--- src/design/sbfc_cfg.svh ---
// Offsets, field positions, reset values and timing counts of the bridge controller
`ifndef SBFC_CFG_SVH
`define SBFC_CFG_SVH
`define SBFC_CTRL_OFS        12'h000
`define SBFC_STATUS_OFS      12'h004
`define SBFC_CTRL_RST        32'h0000_0001
`define SBFC_CTRL_MIX_BIT    0
`define SBFC_ST_THERM_BIT    0
`define SBFC_ST_OC_BIT       1
`define SBFC_ST_UNDERVOLTAGE_LOCKOUT_BIT     2
`define SBFC_ST_STBY_BIT     3
`define SBFC_ST_INIT_BIT     4
`define SBFC_ST_POS_LSB      8
`define SBFC_ST_MODE_LSB     16
`define SBFC_CLK_MHZ         200
`define SBFC_MCLK_MHZ        4
`define SBFC_CHOP_DIV_MCLK   20
`define SBFC_CHOP_DIV        (`SBFC_CLK_MHZ / `SBFC_MCLK_MHZ * `SBFC_CHOP_DIV_MCLK)
`define SBFC_CHOP_TICKS      5
`define SBFC_FAST_TICKS      2
`define SBFC_DEAD_NS         300
`define SBFC_DEAD_CYC        ((`SBFC_DEAD_NS * `SBFC_CLK_MHZ + 999) / 1000)
`define SBFC_OC_MASK_NS      4000
`define SBFC_OC_MASK_CYC     ((`SBFC_OC_MASK_NS * `SBFC_CLK_MHZ + 999) / 1000)
`define SBFC_POS_INIT        6'h00
`define SBFC_POS_INIT_FULL   6'h38
`endif

--- src/design/sbfc_pkg.sv ---
// Types of the stepper bridge and fault controller
package sbfc_pkg;
   typedef enum logic [1:0] {
      BR_OFF    = 2'h0,
      BR_CHARGE = 2'h1,
      BR_SLOW   = 2'h3,
      BR_FAST   = 2'h2
   } sbfc_bridge_t;

   typedef enum logic [2:0] {
      MODE_STBY_LO   = 3'h0,
      MODE_FULL      = 3'h1,
      MODE_HALF_A    = 3'h2,
      MODE_HALF_B    = 3'h3,
      MODE_QUARTER   = 3'h4,
      MODE_EIGHTH    = 3'h5,
      MODE_SIXTEENTH = 3'h6,
      MODE_STBY_HI   = 3'h7
   } sbfc_mode_t;

   typedef struct packed {
      logic highSide1;
      logic highSide2;
      logic lowSide1;
      logic lowSide2;
   } sbfc_gate_t;

   typedef struct packed {
      logic       stepClk;
      logic       rotationDirection;
      logic       enable;
      logic       stepReset_n;
      logic [2:0] stepSel;
      logic       recoverAuto;
      logic       overTemp;
      logic [7:0] overCurrent;
      logic       supplyBelow8v;
      logic       undervoltageLockout;
      logic [1:0] currentThresholdHit;
   } sbfc_pins_t;
endpackage

--- src/design/sbfc_bridge_ctrl.sv ---
// Stepper bridge switching, chopping, sequencing and protection logic
//
// The register offsets and register access over APB are this design's own decisions.
`timescale 1ns/1ps
`include "sbfc_cfg.svh"

module sbfc_bridge_ctrl #(
   parameter int unsigned CHOP_DIV       = `SBFC_CHOP_DIV,    // Clocks per chop tick
   parameter int unsigned DEAD_CYCLES    = `SBFC_DEAD_CYC,    // Dead time in clocks
   parameter int unsigned OC_MASK_CYCLES = `SBFC_OC_MASK_CYC  // Overcurrent mask in clocks
) (
   input  wire logic                        clk_sys,                // 200 MHz clock
   input  wire logic                        reset_n,                // Power-up reset
   input  wire logic [11:0]                 paddr,                  // APB address
   input  wire logic                        psel,                   // APB select
   input  wire logic                        penable,                // APB enable
   input  wire logic                        pwrite,                 // APB direction
   input  wire logic [31:0]                 pwdata,                 // APB write data
   output logic                             pready,                 // APB ready
   output logic [31:0]                      prdata,                 // APB read data
   output logic                             pslverr,                // APB error
   input  wire logic                        stepClk,                // Step clock pin
   input  wire logic                        rotationDirection,      // Direction pin
   input  wire logic                        enable,                 // Output enable pin
   input  wire logic                        stepReset_n,            // Position reset pin
   input  wire logic                        stepSelBit2,            // Step-mode select
   input  wire logic                        stepSelBit1,            // Step-mode select
   input  wire logic                        stepSelBit0,            // Step-mode select
   input  wire logic                        recoverAuto,            // Thermal recovery select
   input  wire logic                        overTemp,               // Over-temperature comp
   input  wire logic [7:0]                  overCurrent,            // Per-transistor OC comp
   input  wire logic                        supplyBelow8v,          // Supply below 8 V comp
   input  wire logic                        undervoltageLockout,    // UNDERVOLTAGE_LOCKOUT comp
   input  wire logic [1:0]                  currentThresholdHit,    // Per-phase current comp
   output sbfc_pkg::sbfc_gate_t [1:0]       bridgeGate,             // Gate drive per phase
   output logic [1:0][4:0]                  phaseLevel,             // Current level index
   output logic [1:0]                       phaseReverse,           // Reverse current sign
   input  wire logic                        faultFlagIn,            // Fault pin level
   output logic                             faultFlagOut,           // Fault pin drive value
   output logic                             faultFlagOe_n,          // Fault pin drive enable
   input  wire logic                        initialPositionFlagIn,  // Init pin level
   output logic                             initialPositionFlagOut, // Init pin drive value
   output logic                             initialPositionFlagOe_n // Init pin drive enable
);

   localparam logic [9:0] DIV_LAST  = 10'(CHOP_DIV - 1);
   localparam logic [6:0] DEAD_LD   = 7'(DEAD_CYCLES);
   localparam logic [9:0] OC_LD     = 10'(OC_MASK_CYCLES);
   localparam logic [2:0] TICK_LAST = 3'(`SBFC_CHOP_TICKS - 1);
   localparam logic [2:0] TICK_FAST = 3'(`SBFC_CHOP_TICKS - `SBFC_FAST_TICKS);
   // Pin synchronisers
   sbfc_pkg::sbfc_pins_t pinRaw;
   sbfc_pkg::sbfc_pins_t sync1_reg;
   sbfc_pkg::sbfc_pins_t sync2_reg;
   sbfc_pkg::sbfc_pins_t sync3_reg;
   sbfc_pkg::sbfc_pins_t pin_reg;
   sbfc_pkg::sbfc_pins_t pin_next;
   sbfc_pkg::sbfc_pins_t agree;
   assign pinRaw = '{stepClk:             stepClk,
                     rotationDirection:   rotationDirection,
                     enable:              enable,
                     stepReset_n:         stepReset_n,
                     stepSel:             {stepSelBit2, stepSelBit1, stepSelBit0},
                     recoverAuto:         recoverAuto,
                     overTemp:            overTemp,
                     overCurrent:         overCurrent,
                     supplyBelow8v:       supplyBelow8v,
                     undervoltageLockout: undervoltageLockout,
                     currentThresholdHit: currentThresholdHit};
   assign agree    = ~(sync2_reg ^ sync3_reg);
   assign pin_next = (sync2_reg & agree) | (pin_reg & ~agree);
   always_ff @(posedge clk_sys or negedge reset_n) begin
      if (!reset_n) begin
         sync1_reg <= '0;
         sync2_reg <= '0;
         sync3_reg <= '0;
         pin_reg   <= '0;
      end else begin
         sync1_reg <= pinRaw;
         sync2_reg <= sync1_reg;
         sync3_reg <= sync2_reg;
         pin_reg   <= pin_next;
      end
   end

   // Edge detection and mode decode
   logic       stepPrev_reg;
   logic       enPrev_reg;
   logic [2:0] modePrev_reg;
   wire        stepRise   = pin_reg.stepClk & ~stepPrev_reg;
   wire        enRise     = pin_reg.enable & ~enPrev_reg;
   wire  [2:0] modeSel    = pin_reg.stepSel;
   wire        modeChange = modeSel != modePrev_reg;
   wire        standby    = (modeSel == sbfc_pkg::MODE_STBY_LO) ||
                            (modeSel == sbfc_pkg::MODE_STBY_HI);
   wire        undervoltage_lockout       = pin_reg.undervoltageLockout;
   logic [5:0] stepSize;
   wire  [5:0] initPos    = (modeSel == sbfc_pkg::MODE_FULL) ?
                            `SBFC_POS_INIT_FULL : `SBFC_POS_INIT;
   always_comb begin
      case (modeSel)
         sbfc_pkg::MODE_FULL:      stepSize = 6'h10;
         sbfc_pkg::MODE_HALF_A:    stepSize = 6'h08;
         sbfc_pkg::MODE_HALF_B:    stepSize = 6'h08;
         sbfc_pkg::MODE_QUARTER:   stepSize = 6'h04;
         sbfc_pkg::MODE_EIGHTH:    stepSize = 6'h02;
         sbfc_pkg::MODE_SIXTEENTH: stepSize = 6'h01;
         default:                  stepSize = 6'h00;
      endcase
   end

   always_ff @(posedge clk_sys or negedge reset_n) begin
      if (!reset_n) begin
         stepPrev_reg <= 1'b0;
         enPrev_reg   <= 1'b0;
         modePrev_reg <= 3'h0;
      end else begin
         stepPrev_reg <= pin_reg.stepClk;
         enPrev_reg   <= pin_reg.enable;
         modePrev_reg <= modeSel;
      end
   end

   // Step sequencer, 64 positions per electrical turn
   logic [5:0] pos_reg;
   logic [5:0] pos_next;
   always_comb begin
      pos_next = pos_reg;
      if (undervoltage_lockout || !pin_reg.stepReset_n || modeChange) begin
         pos_next = initPos;
      end else if (stepRise && !standby) begin
         if (pin_reg.rotationDirection) begin
            pos_next = pos_reg - stepSize;
         end else begin
            pos_next = pos_reg + stepSize;
         end
      end
   end

   always_ff @(posedge clk_sys or negedge reset_n) begin
      if (!reset_n) begin
         pos_reg <= `SBFC_POS_INIT;
      end else begin
         pos_reg <= pos_next;
      end
   end

   // Chop timing
   logic [9:0] divCnt_reg;
   logic [2:0] tickIdx_reg;
   wire        chopTick         = divCnt_reg == DIV_LAST;
   wire        periodStart      = chopTick && (tickIdx_reg == TICK_LAST);
   wire        decaySwitchPoint = chopTick && (tickIdx_reg == TICK_FAST - 3'h1);
   wire        pastSwitch       = tickIdx_reg >= TICK_FAST;
   always_ff @(posedge clk_sys or negedge reset_n) begin
      if (!reset_n) begin
         divCnt_reg  <= 10'h000;
         tickIdx_reg <= 3'h0;
      end else begin
         divCnt_reg <= chopTick ? 10'h000 : divCnt_reg + 10'h001;
         if (chopTick) begin
            tickIdx_reg <= periodStart ? 3'h0 : tickIdx_reg + 3'h1;
         end
      end
   end

   // Protection
   logic       thermalShutdown_reg;
   logic       overcurrentShutdown_reg;
   logic [9:0] ocCnt_reg;
   logic [1:0] recCnt_reg;
   wire        autoMode  = pin_reg.recoverAuto | standby;
   wire        ocSeen    = (|pin_reg.overCurrent) && !standby;
   wire        ocTrip    = ocSeen && (ocCnt_reg == OC_LD);
   wire        thermSet  = pin_reg.overTemp && !pin_reg.supplyBelow8v;
   wire        autoClear = autoMode && periodStart && (recCnt_reg == 2'h1) &&
                           !pin_reg.overTemp;
   wire        latchClear = !autoMode && enRise && !pin_reg.overTemp;
   wire        thermNext = thermSet | (thermalShutdown_reg & ~(autoClear | latchClear));
   wire        ocNext    = ocTrip | (overcurrentShutdown_reg & ~enRise);
   wire        run       = pin_reg.enable && !standby && !undervoltage_lockout &&
                           !thermalShutdown_reg && !overcurrentShutdown_reg;
   always_ff @(posedge clk_sys or negedge reset_n) begin
      if (!reset_n) begin
         ocCnt_reg <= 10'h000;
      end else if (!ocSeen) begin
         ocCnt_reg <= 10'h000;
      end else if (ocCnt_reg != OC_LD) begin
         ocCnt_reg <= ocCnt_reg + 10'h001;
      end
   end

   always_ff @(posedge clk_sys or negedge reset_n) begin
      if (!reset_n) begin
         recCnt_reg <= 2'h0;
      end else if (!thermalShutdown_reg || pin_reg.overTemp) begin
         recCnt_reg <= 2'h0;
      end else if (autoMode && periodStart && recCnt_reg != 2'h3) begin
         recCnt_reg <= recCnt_reg + 2'h1;
      end
   end

   always_ff @(posedge clk_sys or negedge reset_n) begin
      if (!reset_n) begin
         thermalShutdown_reg     <= 1'b0;
         overcurrentShutdown_reg <= 1'b0;
      end else begin
         thermalShutdown_reg     <= thermNext;
         overcurrentShutdown_reg <= ocNext;
      end
   end

   // Control register
   logic [31:0] ctrl_reg;
   wire         mixedDecay = ctrl_reg[`SBFC_CTRL_MIX_BIT];
   // Per-phase signed level: {reverse, magnitude}
   function automatic logic [5:0] levelOf(input logic [5:0] p);
      logic [4:0] mag;
      mag = p[4] ? {1'b0, p[3:0]} : 5'h10 - {1'b0, p[3:0]};
      levelOf = {(p[5] ^ p[4]) && (mag != 5'h00), mag};
   endfunction
   function automatic sbfc_pkg::sbfc_gate_t gateOf(input sbfc_pkg::sbfc_bridge_t s,
                                                   input logic rev);
      case (s)
         sbfc_pkg::BR_CHARGE: gateOf = rev ? 4'h6 : 4'h9;
         sbfc_pkg::BR_SLOW:   gateOf = 4'h3;
         sbfc_pkg::BR_FAST:   gateOf = rev ? 4'h9 : 4'h6;
         default:             gateOf = 4'h0;
      endcase
   endfunction

   genvar ph;
   generate
      for (ph = 0; ph < 2; ph = ph + 1) begin : g_phase
         sbfc_pkg::sbfc_bridge_t br_reg;
         sbfc_pkg::sbfc_bridge_t br_next;
         sbfc_pkg::sbfc_gate_t   gate_reg;
         sbfc_pkg::sbfc_gate_t   target;
         logic [6:0]             dead_reg;
         logic [5:0]             lvl_reg;
         wire  [5:0]             lvl = levelOf(pos_reg - 6'(ph * 16));
         wire                    hit = pin_reg.currentThresholdHit[ph];
         always_comb begin
            br_next = br_reg;
            if (!run) begin
               br_next = sbfc_pkg::BR_OFF;
            end else if (periodStart) begin
               br_next = sbfc_pkg::BR_CHARGE;
            end else begin
               case (br_reg)
                  sbfc_pkg::BR_CHARGE: begin
                     if (hit) begin
                        br_next = (pastSwitch && mixedDecay) ?
                                  sbfc_pkg::BR_FAST : sbfc_pkg::BR_SLOW;
                     end
                  end
                  sbfc_pkg::BR_SLOW: begin
                     if (decaySwitchPoint && mixedDecay) begin
                        br_next = sbfc_pkg::BR_FAST;
                     end
                  end
                  sbfc_pkg::BR_FAST: br_next = sbfc_pkg::BR_FAST;
                  default:           br_next = sbfc_pkg::BR_OFF;
               endcase
            end
         end

         // Zero current holds the coil in slow decay
         assign target = (br_reg != sbfc_pkg::BR_OFF && lvl[4:0] == 5'h00) ?
                         gateOf(sbfc_pkg::BR_SLOW, 1'b0) : gateOf(br_reg, lvl[5]);

         always_ff @(posedge clk_sys or negedge reset_n) begin
            if (!reset_n) begin
               br_reg  <= sbfc_pkg::BR_OFF;
               lvl_reg <= 6'h00;
            end else begin
               br_reg  <= br_next;
               lvl_reg <= lvl;
            end
         end

         always_ff @(posedge clk_sys or negedge reset_n) begin
            if (!reset_n) begin
               gate_reg <= '0;
               dead_reg <= 7'h00;
            end else if (!run) begin
               gate_reg <= '0;
               dead_reg <= 7'h00;
            end else if (dead_reg != 7'h00) begin
               dead_reg <= dead_reg - 7'h01;
               if (dead_reg == 7'h01) begin
                  gate_reg <= target;
               end
            end else if (target != gate_reg) begin
               gate_reg <= gate_reg & target;
               dead_reg <= DEAD_LD;
            end
         end

         assign bridgeGate[ph]   = gate_reg;
         assign phaseLevel[ph]   = lvl_reg[4:0];
         assign phaseReverse[ph] = lvl_reg[5];
      end
   endgenerate

   // Open-drain flags, driven low with enable active low
   logic faultOe_n_reg;
   logic initOe_n_reg;
   wire  atInit = (pos_reg == initPos) && !standby;

   always_ff @(posedge clk_sys or negedge reset_n) begin
      if (!reset_n) begin
         faultOe_n_reg <= 1'b1;
         initOe_n_reg  <= 1'b1;
      end else begin
         faultOe_n_reg <= ~(thermalShutdown_reg | overcurrentShutdown_reg);
         initOe_n_reg  <= ~atInit;
      end
   end

   assign faultFlagOut            = 1'b0;
   assign faultFlagOe_n           = faultOe_n_reg;
   assign initialPositionFlagOut  = 1'b0;
   assign initialPositionFlagOe_n = initOe_n_reg;

   // APB slave, zero wait states
   logic [31:0] rdata_reg;
   wire         hitCtrl   = paddr == `SBFC_CTRL_OFS;
   wire         hitStatus = paddr == `SBFC_STATUS_OFS;
   wire         mapped    = hitCtrl | hitStatus;
   wire         access    = psel & penable;
   wire         ctrlWrite = access & pwrite & hitCtrl;
   logic [31:0] status;
   logic [31:0] readMux;
   always_comb begin
      status = 32'h0000_0000;
      status[`SBFC_ST_THERM_BIT] = thermalShutdown_reg;
      status[`SBFC_ST_OC_BIT]    = overcurrentShutdown_reg;
      status[`SBFC_ST_UNDERVOLTAGE_LOCKOUT_BIT]  = undervoltage_lockout;
      status[`SBFC_ST_STBY_BIT]  = standby;
      status[`SBFC_ST_INIT_BIT]  = atInit;
      status[`SBFC_ST_POS_LSB +: 6]  = pos_reg;
      status[`SBFC_ST_MODE_LSB +: 3] = modeSel;
   end

   assign readMux = hitCtrl ? ctrl_reg : (hitStatus ? status : 32'h0000_0000);

   always_ff @(posedge clk_sys or negedge reset_n) begin
      if (!reset_n) begin
         ctrl_reg  <= `SBFC_CTRL_RST;
         rdata_reg <= 32'h0000_0000;
      end else begin
         if (ctrlWrite) begin
            ctrl_reg <= {31'h0000_0000, pwdata[`SBFC_CTRL_MIX_BIT]};
         end
         if (psel && !penable) begin
            rdata_reg <= readMux;
         end
      end
   end

   assign pready  = 1'b1;
   assign prdata  = rdata_reg;
   assign pslverr = access & ~mapped;

endmodule

--- config.mk ---
export PLATFORM = sky130hd
export DESIGN_NAME = sbfc_bridge_ctrl
export DESIGN_NICKNAME = d
export VERILOG_FILES = /design/src/design/sbfc_pkg.sv /design/src/design/sbfc_bridge_ctrl.sv
export VERILOG_INCLUDE_DIRS = /design/src /design/src/design
export SDC_FILE = /design/constraint.sdc
export NUM_CORES = 1
export LEC_CHECK = 0
export BUFFER_PORTS_ARGS = -buffer_cell sky130_fd_sc_hd__buf_2
export CAP_MARGIN = 20
export CORE_MARGIN = 2
export CORE_UTILIZATION = 40
export DETAILED_ROUTE_END_ITERATION = 8
export HOLD_SLACK_MARGIN = 0.1
export SKIP_LAST_GASP = 1
export SYNTH_ARGS = -nofsm -noshare
export SYNTH_HDL_FRONTEND = slang
export SYNTH_SLANG_ARGS = --single-unit
--- constraint.sdc ---
create_clock -name clk_sys -period 3.2 [get_ports clk_sys]
set_clock_uncertainty 0.05 [all_clocks]
set_input_delay 0.32 -clock clk_sys [delete_from_list [all_inputs] [get_ports clk_sys]]
set_output_delay 0.32 -clock clk_sys [all_outputs]
set_load 0.02 [all_outputs]
**Yosys cells after proc, flatten, opt, wreduce, memory -nomap -nowiden**

Index checks and enable logic that the tools add are counted.

- Flip-flop bits (word level): 195
- Input port bits: 72
- Output and inout port bits: 58
- Logic and storage cells: 253

- $add $sub $neg: 11
- Order comparisons: 1
- Equality and inequality tests: 36
- Muxes and demuxes: 47
- Bitwise logic cells: 31
- Reductions and logical operators: 55

Operator list:

| cell | count |
|---|---|
| two-way mux 4 bit | 14 |
| bitwise AND 21 bit | 2 |
| two-way mux 7 bit | 6 |
| NOT 21 bit | 2 |
| two-way mux 19 bit | 2 |
| two-way mux 10 bit | 3 |
| one-hot mux 5 bit (5 select lines) | 1 |
| logical AND 1 bit | 24 |
| two-way mux 6 bit | 4 |
| one-hot mux 4 bit (3 select lines) | 2 |
| bitwise OR 21 bit | 1 |
| bitwise XOR 21 bit | 1 |
| adder 10 x 1 -> 10 bit, second input constant | 2 |
| equality test 10 bit, second input constant | 2 |
| two-way mux 2 bit | 9 |
| inequality test 4 bit, second input constant | 4 |
| equality test 3 bit, second input constant | 5 |
| equality test 7 x 1 -> 1 bit, second input constant | 2 |
| nonzero test 7 bit | 2 |
| subtractor 7 x 1 -> 7 bit, second input constant | 2 |
| equality test 12 x 3 -> 1 bit, second input constant | 1 |
| logical NOT 12 bit | 1 |
| one-hot mux 2 bit (3 select lines) | 2 |
| logical NOT 5 bit | 2 |
| 35 further kinds | 85 |

**Longest topological paths before layout**

Gate-level depths: netlist of run 1.

- Depth after elaboration: 12
- Mapped depth: 15
- Mapped depth without buffers: 14

**Least setup slack after synthesis of run 1**

OpenSTA, ideal clock, no wires.

- Path type: register -> register
- Start: register pos_reg[1]
- End: register g_phase[0].gate_reg, in the netlist bridgeGate[0]
- Setup time: 0.126 ns
- Data arrival time: 3.018 ns
- Required time: 3.024 ns
- Path slack: 0.006 ns
- Stages on the path, launching flop included: 15
- Buffers on the path: 0
- Clock period less this slack: 3.194 ns
- Path through: dfrtp_1 -> inv_1 -> ha_1 -> and2b_1 -> a21oi_1 -> o31ai_1 -> nand4_1 -> a21oi_1 -> nor2_1 -> ha_1 -> nor4_2 -> nand2b_1 -> nand3_1 -> and3_1 -> a221o_1

- Cells in the longest elaborated chain, start to end: 11
- Elaborated cells between the ends (all ways): 18
- Those cells by class: add/sub (1); eq/ne (2); mux (9); bitwise (1); reduce/logical (5)

RTL lines:

| element | line | RTL |
|---|---|---|
| start: declaration | sbfc_bridge_ctrl.sv:125 | `logic [5:0] pos_reg;` |
| start signal: assignment | sbfc_bridge_ctrl.sv:142 | `` pos_reg <= `SBFC_POS_INIT; `` |
| start signal: assignment | sbfc_bridge_ctrl.sv:144 | `pos_reg <= pos_next;` |
| subtractor 5 x 4 -> 5 bit | sbfc_bridge_ctrl.sv:219 | `mag = p[4] ? {1'b0, p[3:0]} : 5'h10 - {1'b0, p[3:0]};` |
| two-way mux 5 bit (*) | sbfc_bridge_ctrl.sv:219 |  |
| nonzero test 5 bit | sbfc_bridge_ctrl.sv:220 | `levelOf = {(p[5] ^ p[4]) && (mag != 5'h00), mag};` |
| logical AND 1 bit | sbfc_bridge_ctrl.sv:220 |  |
| two-way mux 4 bit (on tied branches) | sbfc_bridge_ctrl.sv:227, sbfc_bridge_ctrl.sv:225 |  |
| one-hot mux 4 bit (3 select lines) | sbfc_bridge_ctrl.sv:224 | `case (s)` |
| two-way mux 4 bit (*) | sbfc_bridge_ctrl.sv:269 | `assign target = (br_reg != sbfc_pkg::BR_OFF && lvl[4:0] == 5'h00) ?` |
| branches (longest 4 deep; another with inequality test 4 bit) | - |  |
| end signal: assignment | sbfc_bridge_ctrl.sv:292 | `gate_reg <= target;` |
| end signal: assignment | sbfc_bridge_ctrl.sv:295 | `gate_reg <= gate_reg & target;` |
| end: declaration | sbfc_bridge_ctrl.sv:237 | `sbfc_pkg::sbfc_gate_t gate_reg;` |

Mark *: on every way between the ends. The select of a mux whose other input is x is not followed.
A chain may end at the register's enable or synchronous reset.

**Worst setup path after layout of run 1**

- Start: register pos_reg[0]
- End: register g_phase[0].gate_reg, in the netlist bridgeGate[1]

The elaborated chain is that of the path after synthesis.

==> reports/qor.txt, run 1 <==
worst min-delay path class - primary input to flop
most common cell in the netlist - sky130_fd_sc_hd__dfrtp_1
Std-Cell Core Area - 18,600 um2
register area share after synthesis - 0.585
Critical path origin - pos_reg[0]$_DFFE_PN0P_
total die area - 20,000 um2
Global Route Usage Sum - 0.153
arrival time of the worst setup path - 3.38 ns
worst-path fanout max - 4
net count reported at finish - 888
Syn. warnings - 0
distinct cell type count after synthesis - 63
minimum setup slack in the final design - 0.0939 ns
Worst VDD drop - 0.375 mV
source-to-sink clock delay at the later pin of the worst-skew pair - 0.44 ns
worst r2r path cells - 14
maximum level of the CTS H-tree - 4
number of vias in the routed layout - 5,189
main flop type after synthesis - sky130_fd_sc_hd__dfrtp_1
count of input and output buffers - 75
TritonCTS Sinks - 176
slew at the pin closest to its max-slew limit - 0.748 ns
final setup violation count - 0
Worst Setup EP - bridgeGate[1]$_DFFE_PN0P_
post-route non-filler standard cell count - 1,033
endpoint kind of the worst setup timing path - flop
Static Leak - 4.38 nW
fraction of registers with async set/reset - 1.00
buffer type at the clock tree root - sky130_fd_sc_hd__clkbuf_16
worst setup timing slack at the placement stage - 0.0780 ns
flop2flop setup slack - 0.09 ns
Iteration-0 DRC Markers - 278
netlist area before placement - 7540 um2
required time reported for the critical path endpoint - 3.47 ns
final weighted congestion in routability-driven placement - 0.841
power per unit of standard cell area - 565 nW/um2
top-area cell type share of the netlist area - 0.574
number of antenna violations at the first check in global routing - 0
Fin Hold WS - 0.192 ns
clock transition at the registers of the reported paths - 0.07 ns
fraction of layout instances using a drive strength above 1 - 0.204
routed vias/inst - 5.02
initial cell density of the core - 0.406
ranking of synthesized cells by instance count - 173 x sky130_fd_sc_hd__dfrtp_1, 75 x sky130_fd_sc_hd__nor2_1, 43 x sky130_fd_sc_hd__nand2_1
synth-to-layout area growth - 22.3%
worst r2r dst - bridgeGate[1]$_DFFE_PN0P_
setup tns final - 0 ns
standard-cell row count - 50
Avg Inst Size Synth - 11.4 um2
EDFF count, synth - 0
height of the die - 141 um
Cells after Synth - 660
CTS tree - yes
final non-filler cell area - 9220 um2
count of pins over their slew limit - 0
total length of routed wires - 14,300 um
Top Ports - 130
status - complete, no violations
maximum number of pins on one net before global-route repair - 77
DP HPWL - 10,100 um
number of synthesized register bits - 176
DRT Pass-1 Iters - 6
Antenna Violating Nets Remaining - 0
Bufs on Longest Clock Path - 2
dpl cell area - 8230 um2
Fmax achieved - 322 MHz
global-route wire length before repair - 24,600 um
via count of the first global-routing pass - 5,211
MaxCap Viol Count - 0
Reg2Reg Launch Point - pos_reg[0]$_DFFE_PN0P_
worst-case headroom to the max-slew limit - 0.501
post-layout util - 0.496
fin crit period - 3.11 ns
final number of hold-violating endpoints - 0
largest area contributor in the netlist - sky130_fd_sc_hd__dfrtp_1
final worst-path cycle share - 0.971
horizontal extent of the die - 141 um
placed cell count - 974
count of unresolved DRC violations after routing - 0
launching element type of the critical path - flop
Setup CP Type - flop to flop
routed len/inst - 13.8 um
synth top area cells - sky130_fd_sc_hd__dfrtp_1 57%, sky130_fd_sc_hd__ha_1 4.8%, sky130_fd_sc_hd__nor2_1 3.7%, sky130_fd_sc_hd__maj3_1 2.8%, sky130_fd_sc_hd__buf_4 2.3%
total CTS buffers - 17
Power, Total - 5.21 mW
remaining global-route overflow - 0
number of antenna repair diodes - 0
==> metal layers <==
metal  share of wire  vias up  GRT usage
met5               0        -          0
met3           0.039       23     0.0391
met1            0.46     2538      0.201
li1                -     2510          -
met4           0.014        0     0.0437
met2            0.49      118      0.254
==> cell type report <==
type	count	area, um2
clock inverter	15	238
clock buffer	17	425
inverter	27	101
tap	234	293
sequential	176	4410
fill	1643	9360
timing repair buffer	129	857
multi-input combinational	435	2890
==> worst max-delay path, cell delays in order (launching register included) <==
cell	delay [ns]
sky130_fd_sc_hd__dfrtp_1	0.39
sky130_fd_sc_hd__inv_2	0.08
sky130_fd_sc_hd__ha_4	0.14
sky130_fd_sc_hd__and2b_1	0.14
sky130_fd_sc_hd__a21oi_1	0.07
sky130_fd_sc_hd__o31ai_1	0.25
sky130_fd_sc_hd__nand4_1	0.22
sky130_fd_sc_hd__a21oi_2	0.26
sky130_fd_sc_hd__nor2_1	0.09
sky130_fd_sc_hd__ha_1	0.35
sky130_fd_sc_hd__nor4_4	0.24
sky130_fd_sc_hd__nand2b_4	0.19
sky130_fd_sc_hd__nand3_4	0.08
sky130_fd_sc_hd__and3_1	0.19
sky130_fd_sc_hd__a221o_1	0.25
==> placed cells by master, fill, tap and decap left out, types with 6 or more instances in the layout <==
master and n:
sky130_fd_sc_hd__nand4_1 6, sky130_fd_sc_hd__nor2b_1 10, sky130_fd_sc_hd__conb_1 21, sky130_fd_sc_hd__dlygate4sd3_1 23
sky130_fd_sc_hd__nand2_1 43, sky130_fd_sc_hd__ha_1 28, sky130_fd_sc_hd__buf_4 30, sky130_fd_sc_hd__nor2_1 75
sky130_fd_sc_hd__clkbuf_16 17, sky130_fd_sc_hd__buf_2 74, sky130_fd_sc_hd__dfrtp_1 173, sky130_fd_sc_hd__clkinv_8 10
sky130_fd_sc_hd__a22o_1 11, sky130_fd_sc_hd__xor2_1 16, sky130_fd_sc_hd__o31ai_1 6, sky130_fd_sc_hd__o21ai_0 20
sky130_fd_sc_hd__a21oi_1 31, sky130_fd_sc_hd__nand3_1 18, sky130_fd_sc_hd__inv_1 25, sky130_fd_sc_hd__a31oi_1 6
sky130_fd_sc_hd__nand2b_1 7, sky130_fd_sc_hd__and3_1 11, sky130_fd_sc_hd__xnor2_1 16, sky130_fd_sc_hd__maj3_1 21
==> power breakdown <==
part | internal [mW] | leakage (nW) | switching, mW | total (mW)
clock | 1.15 | 0.314 | 1.02 | 2.17
sequential | 2.35 | 2.21 | 0.0978 | 2.45
combinational | 0.248 | 1.86 | 0.340 | 0.588
total | 3.75 | 4.38 | 1.46 | 5.21
==> how the worst min path moves through the flow <==
stage / slack (ns) / end / startpoint / depth (start not counted)
after floorplan: -0.03 / asynchronous set/reset pin / reset_n / 0
after global placement: 0.28 / sync2_reg[19]$_DFF_PN0_ / sync1_reg[19]$_DFF_PN0_ / 0
after detailed placement: 0.29 / sync2_reg[4]$_DFF_PN0_ / sync1_reg[4]$_DFF_PN0_ / 0
after CTS: 0.18 / ctrl_reg[0]$_DFFE_PN1P_ / penable / 3
after global routing: 0.19 / ctrl_reg[0]$_DFFE_PN1P_ / penable / 3
final: 0.19 / ctrl_reg[0]$_DFFE_PN1P_ / penable / 3
==> cell families after synthesis <==
family,synth area share
AND/OR/NAND/NOR,0.146
AO/OA/AOI/OAI,0.0939
flip-flops,0.585
buffers and inverters,0.0488
other,0.000996
adder cells (fa/ha/maj),0.0787
multiplexers,0.00979
XOR/XNOR,0.0372
==> what timing repair did <==
action                                 CTS  global route
setup endpoints to repair                0             7
setup buffers                            0             4
endpoints found under the hold margin   95             0
hold buffers                            23             0
resized for setup                        0            12
Note: power is estimated with default switching activity, not from simulation.
==> inputs of run 2 (changes only) <==
CORE_MARGIN = 5   (was 2)
==> reports/qor.txt, run 2 (same netlist as run 1, synthesis figures left out) <==
Iteration-0 DRC Markers - 319 (was 278)
RSZ-0062 raised after global routing - yes
endpoint kind of the worst setup timing path - flop (unchanged)
placed cell count - 971 (was 974)
global-route wire length before repair - 25,000 um (was 24,600 um)
final setup violation count - 0 (unchanged)
Static Leak - 4.37 nW (was 4.38 nW)
DP HPWL - 10,500 um (was 10,100 um)
TritonCTS Sinks - 176 (unchanged)
final worst-path cycle share - 0.946 (was 0.971)
via count of the first global-routing pass - 5,244 (was 5,211)
count of unresolved DRC violations after routing - 0 (unchanged)
height of the die - 147 um (was 141 um)
Setup CP Type - flop to flop (unchanged)
standard-cell row count - 50 (unchanged)
total die area - 21,700 um2 (was 20,000 um2)
status - complete, no violations (unchanged)
Antenna Violating Nets Remaining - 0 (unchanged)
routed vias/inst - 5.00 (was 5.02)
Fin Hold WS - 0.218 ns (was 0.192 ns)
number of antenna violations at the first check in global routing - 0 (unchanged)
Worst VDD drop - 0.423 mV (was 0.375 mV)
worst-path fanout max - 4 (unchanged)
number of vias in the routed layout - 5,145 (was 5,189)
Top Ports - 130 (unchanged)
most common cell after layout, fill and taps aside - sky130_fd_sc_hd__dfrtp_1 (unchanged)
most used cells in the layout excluding fill and tap cells - 173 x sky130_fd_sc_hd__dfrtp_1, 74 x sky130_fd_sc_hd__buf_2, 73 x sky130_fd_sc_hd__nor2_1 (was 173 x sky130_fd_sc_hd__dfrtp_1, 75 x sky130_fd_sc_hd__nor2_1, 74 x sky130_fd_sc_hd__buf_2)
MaxCap Viol Count - 0 (unchanged)
Std-Cell Core Area - 18,600 um2 (about the same)
count of input and output buffers - 75 (unchanged)
Bufs on Longest Clock Path - 2 (unchanged)
count of pins over their slew limit - 0 (unchanged)
net count reported at finish - 885 (was 888)
Fmax achieved - 330 MHz (was 322 MHz)
synth-to-layout area growth - 21.9% (was 22.3%)
horizontal extent of the die - 147 um (was 141 um)
maximum number of pins on one net before global-route repair - 76 (was 77)
initial cell density of the core - 0.404 (was 0.406)
power per unit of standard cell area - 562 nW/um2 (was 565 nW/um2)
worst min-delay path class - primary input to flop (unchanged)
total length of routed wires - 14,800 um (was 14,300 um)
final number of hold-violating endpoints - 0 (unchanged)
buffer type at the clock tree root - sky130_fd_sc_hd__clkbuf_16 (unchanged)
number of antenna repair diodes - 0 (unchanged)
total CTS buffers - 17 (unchanged)
worst setup timing slack at the placement stage - 0.0339 ns (was 0.0780 ns)
routed len/inst - 14.3 um (was 13.8 um)
post-route non-filler standard cell count - 1,030 (was 1,033)
DRT Pass-1 Iters - 4 (was 6)
remaining global-route overflow - 0 (unchanged)
arrival time of the worst setup path - 3.29 ns (was 3.38 ns)
clock transition at the registers of the reported paths - 0.07 ns (about the same)
final weighted congestion in routability-driven placement - 0.823 (was 0.841)
launching element type of the critical path - flop (unchanged)
final non-filler cell area - 9190 um2 (was 9220 um2)
CTS tree - yes (unchanged)
source-to-sink clock delay at the later pin of the worst-skew pair - 0.43 ns (was 0.44 ns)
worst-case headroom to the max-slew limit - 0.494 (was 0.501)
fin crit period - 3.03 ns (was 3.11 ns)
required time reported for the critical path endpoint - 3.46 ns (was 3.47 ns)
fraction of layout instances using a drive strength above 1 - 0.209 (was 0.204)
Global Route Usage Sum - 0.141 (was 0.153)
slew at the pin closest to its max-slew limit - 0.760 ns (was 0.748 ns)
dpl cell area - 8210 um2 (was 8230 um2)
maximum level of the CTS H-tree - 4 (unchanged)
Power, Total - 5.16 mW (was 5.21 mW)
minimum setup slack in the final design - 0.172 ns (was 0.0939 ns)
-- run 2: changes by cell type in the layout (fill, tap and decap cells not counted), sizes merged --
cell / change
buf: -3
clkbuf: +1
clkinv: -7
inv: +6
-- run 2: repair_timing --
action	4_1_cts	5_1_grt
setup buffers	0	4
gates resized for setup	0	19
hold buffers	23	0
endpoints found under the setup margin	0	13
hold endpoints to repair	81	0
-- run 2: layer usage --
layer  up-vias  track usage  routed length [um]
li1       2500            -                   -
met1      2516        0.183                6790
met2       117        0.232                7150
met3        12       0.0410                 687
met4         0       0.0415                 142
met5         -            0                   0
-- run 2: power by group --
group / internal, mW / leakage [nW] / total [mW] / switching [mW]
Sequential: 2.35 / 2.21 / 2.45 / 0.0971
Combinational: 0.243 / 1.85 / 0.579 / 0.336
Clock: 1.16 / 0.309 / 2.14 / 0.978
-- run 2: path summary, 6_finish.rpt --
check / cells past startpoint / end / slack, ns / startpoint
setup / recovery: 14 / bridgeGate[0]$_DFFE_PN0P_ / 0.17 / pos_reg[1]$_DFFE_PN0P_
hold / removal: 3 / ctrl_reg[0]$_DFFE_PN1P_ / 0.22 / penable
setup reg to reg: 14 / bridgeGate[0]$_DFFE_PN0P_ / 0.17 / pos_reg[1]$_DFFE_PN0P_
hold reg to reg: 0 / sync2_reg[16]$_DFF_PN0_ / 0.29 / sync1_reg[16]$_DFF_PN0_
max in group asynchronous: 3 / ctrl_reg[0]$_DFFE_PN1P_ / 1.78 / reset_n
min in group asynchronous: 2 / asynchronous set/reset pin / 0.38 / reset_n
-- run 2: cell type report --
class | instances | area [um2]
fillers | 1635 | 9450
clock buffers | 18 | 439
clock inverters | 14 | 191
inverters | 27 | 101
multi-input cells | 435 | 2920
flip-flops and latches | 176 | 4410
well taps | 234 | 293
repair buffers | 126 | 835
-- run 2: metrics by stage --
stage | setup TNS [ns] | util
detailed placement | 0 | 0.440
finish | 0 | 0.493
floorplan | 0 | -
global placement | 0 | 0.440
global route | -0.165 | 0.493
CTS | 0 | 0.487
-- run 2: critical path: stages, from the launching register on --
cell and delay [ns]:
sky130_fd_sc_hd__dfrtp_1 0.40, sky130_fd_sc_hd__inv_2 0.08, sky130_fd_sc_hd__ha_4 0.14, sky130_fd_sc_hd__and2b_1 0.15
sky130_fd_sc_hd__a21oi_2 0.06, sky130_fd_sc_hd__o31ai_2 0.21, sky130_fd_sc_hd__nand4_1 0.21, sky130_fd_sc_hd__a21oi_2 0.24
sky130_fd_sc_hd__nor2_2 0.07, sky130_fd_sc_hd__ha_1 0.33, sky130_fd_sc_hd__nor4_4 0.27, sky130_fd_sc_hd__nand2b_4 0.20
sky130_fd_sc_hd__nand3_4 0.07, sky130_fd_sc_hd__and3_4 0.17, sky130_fd_sc_hd__a221o_1 0.26
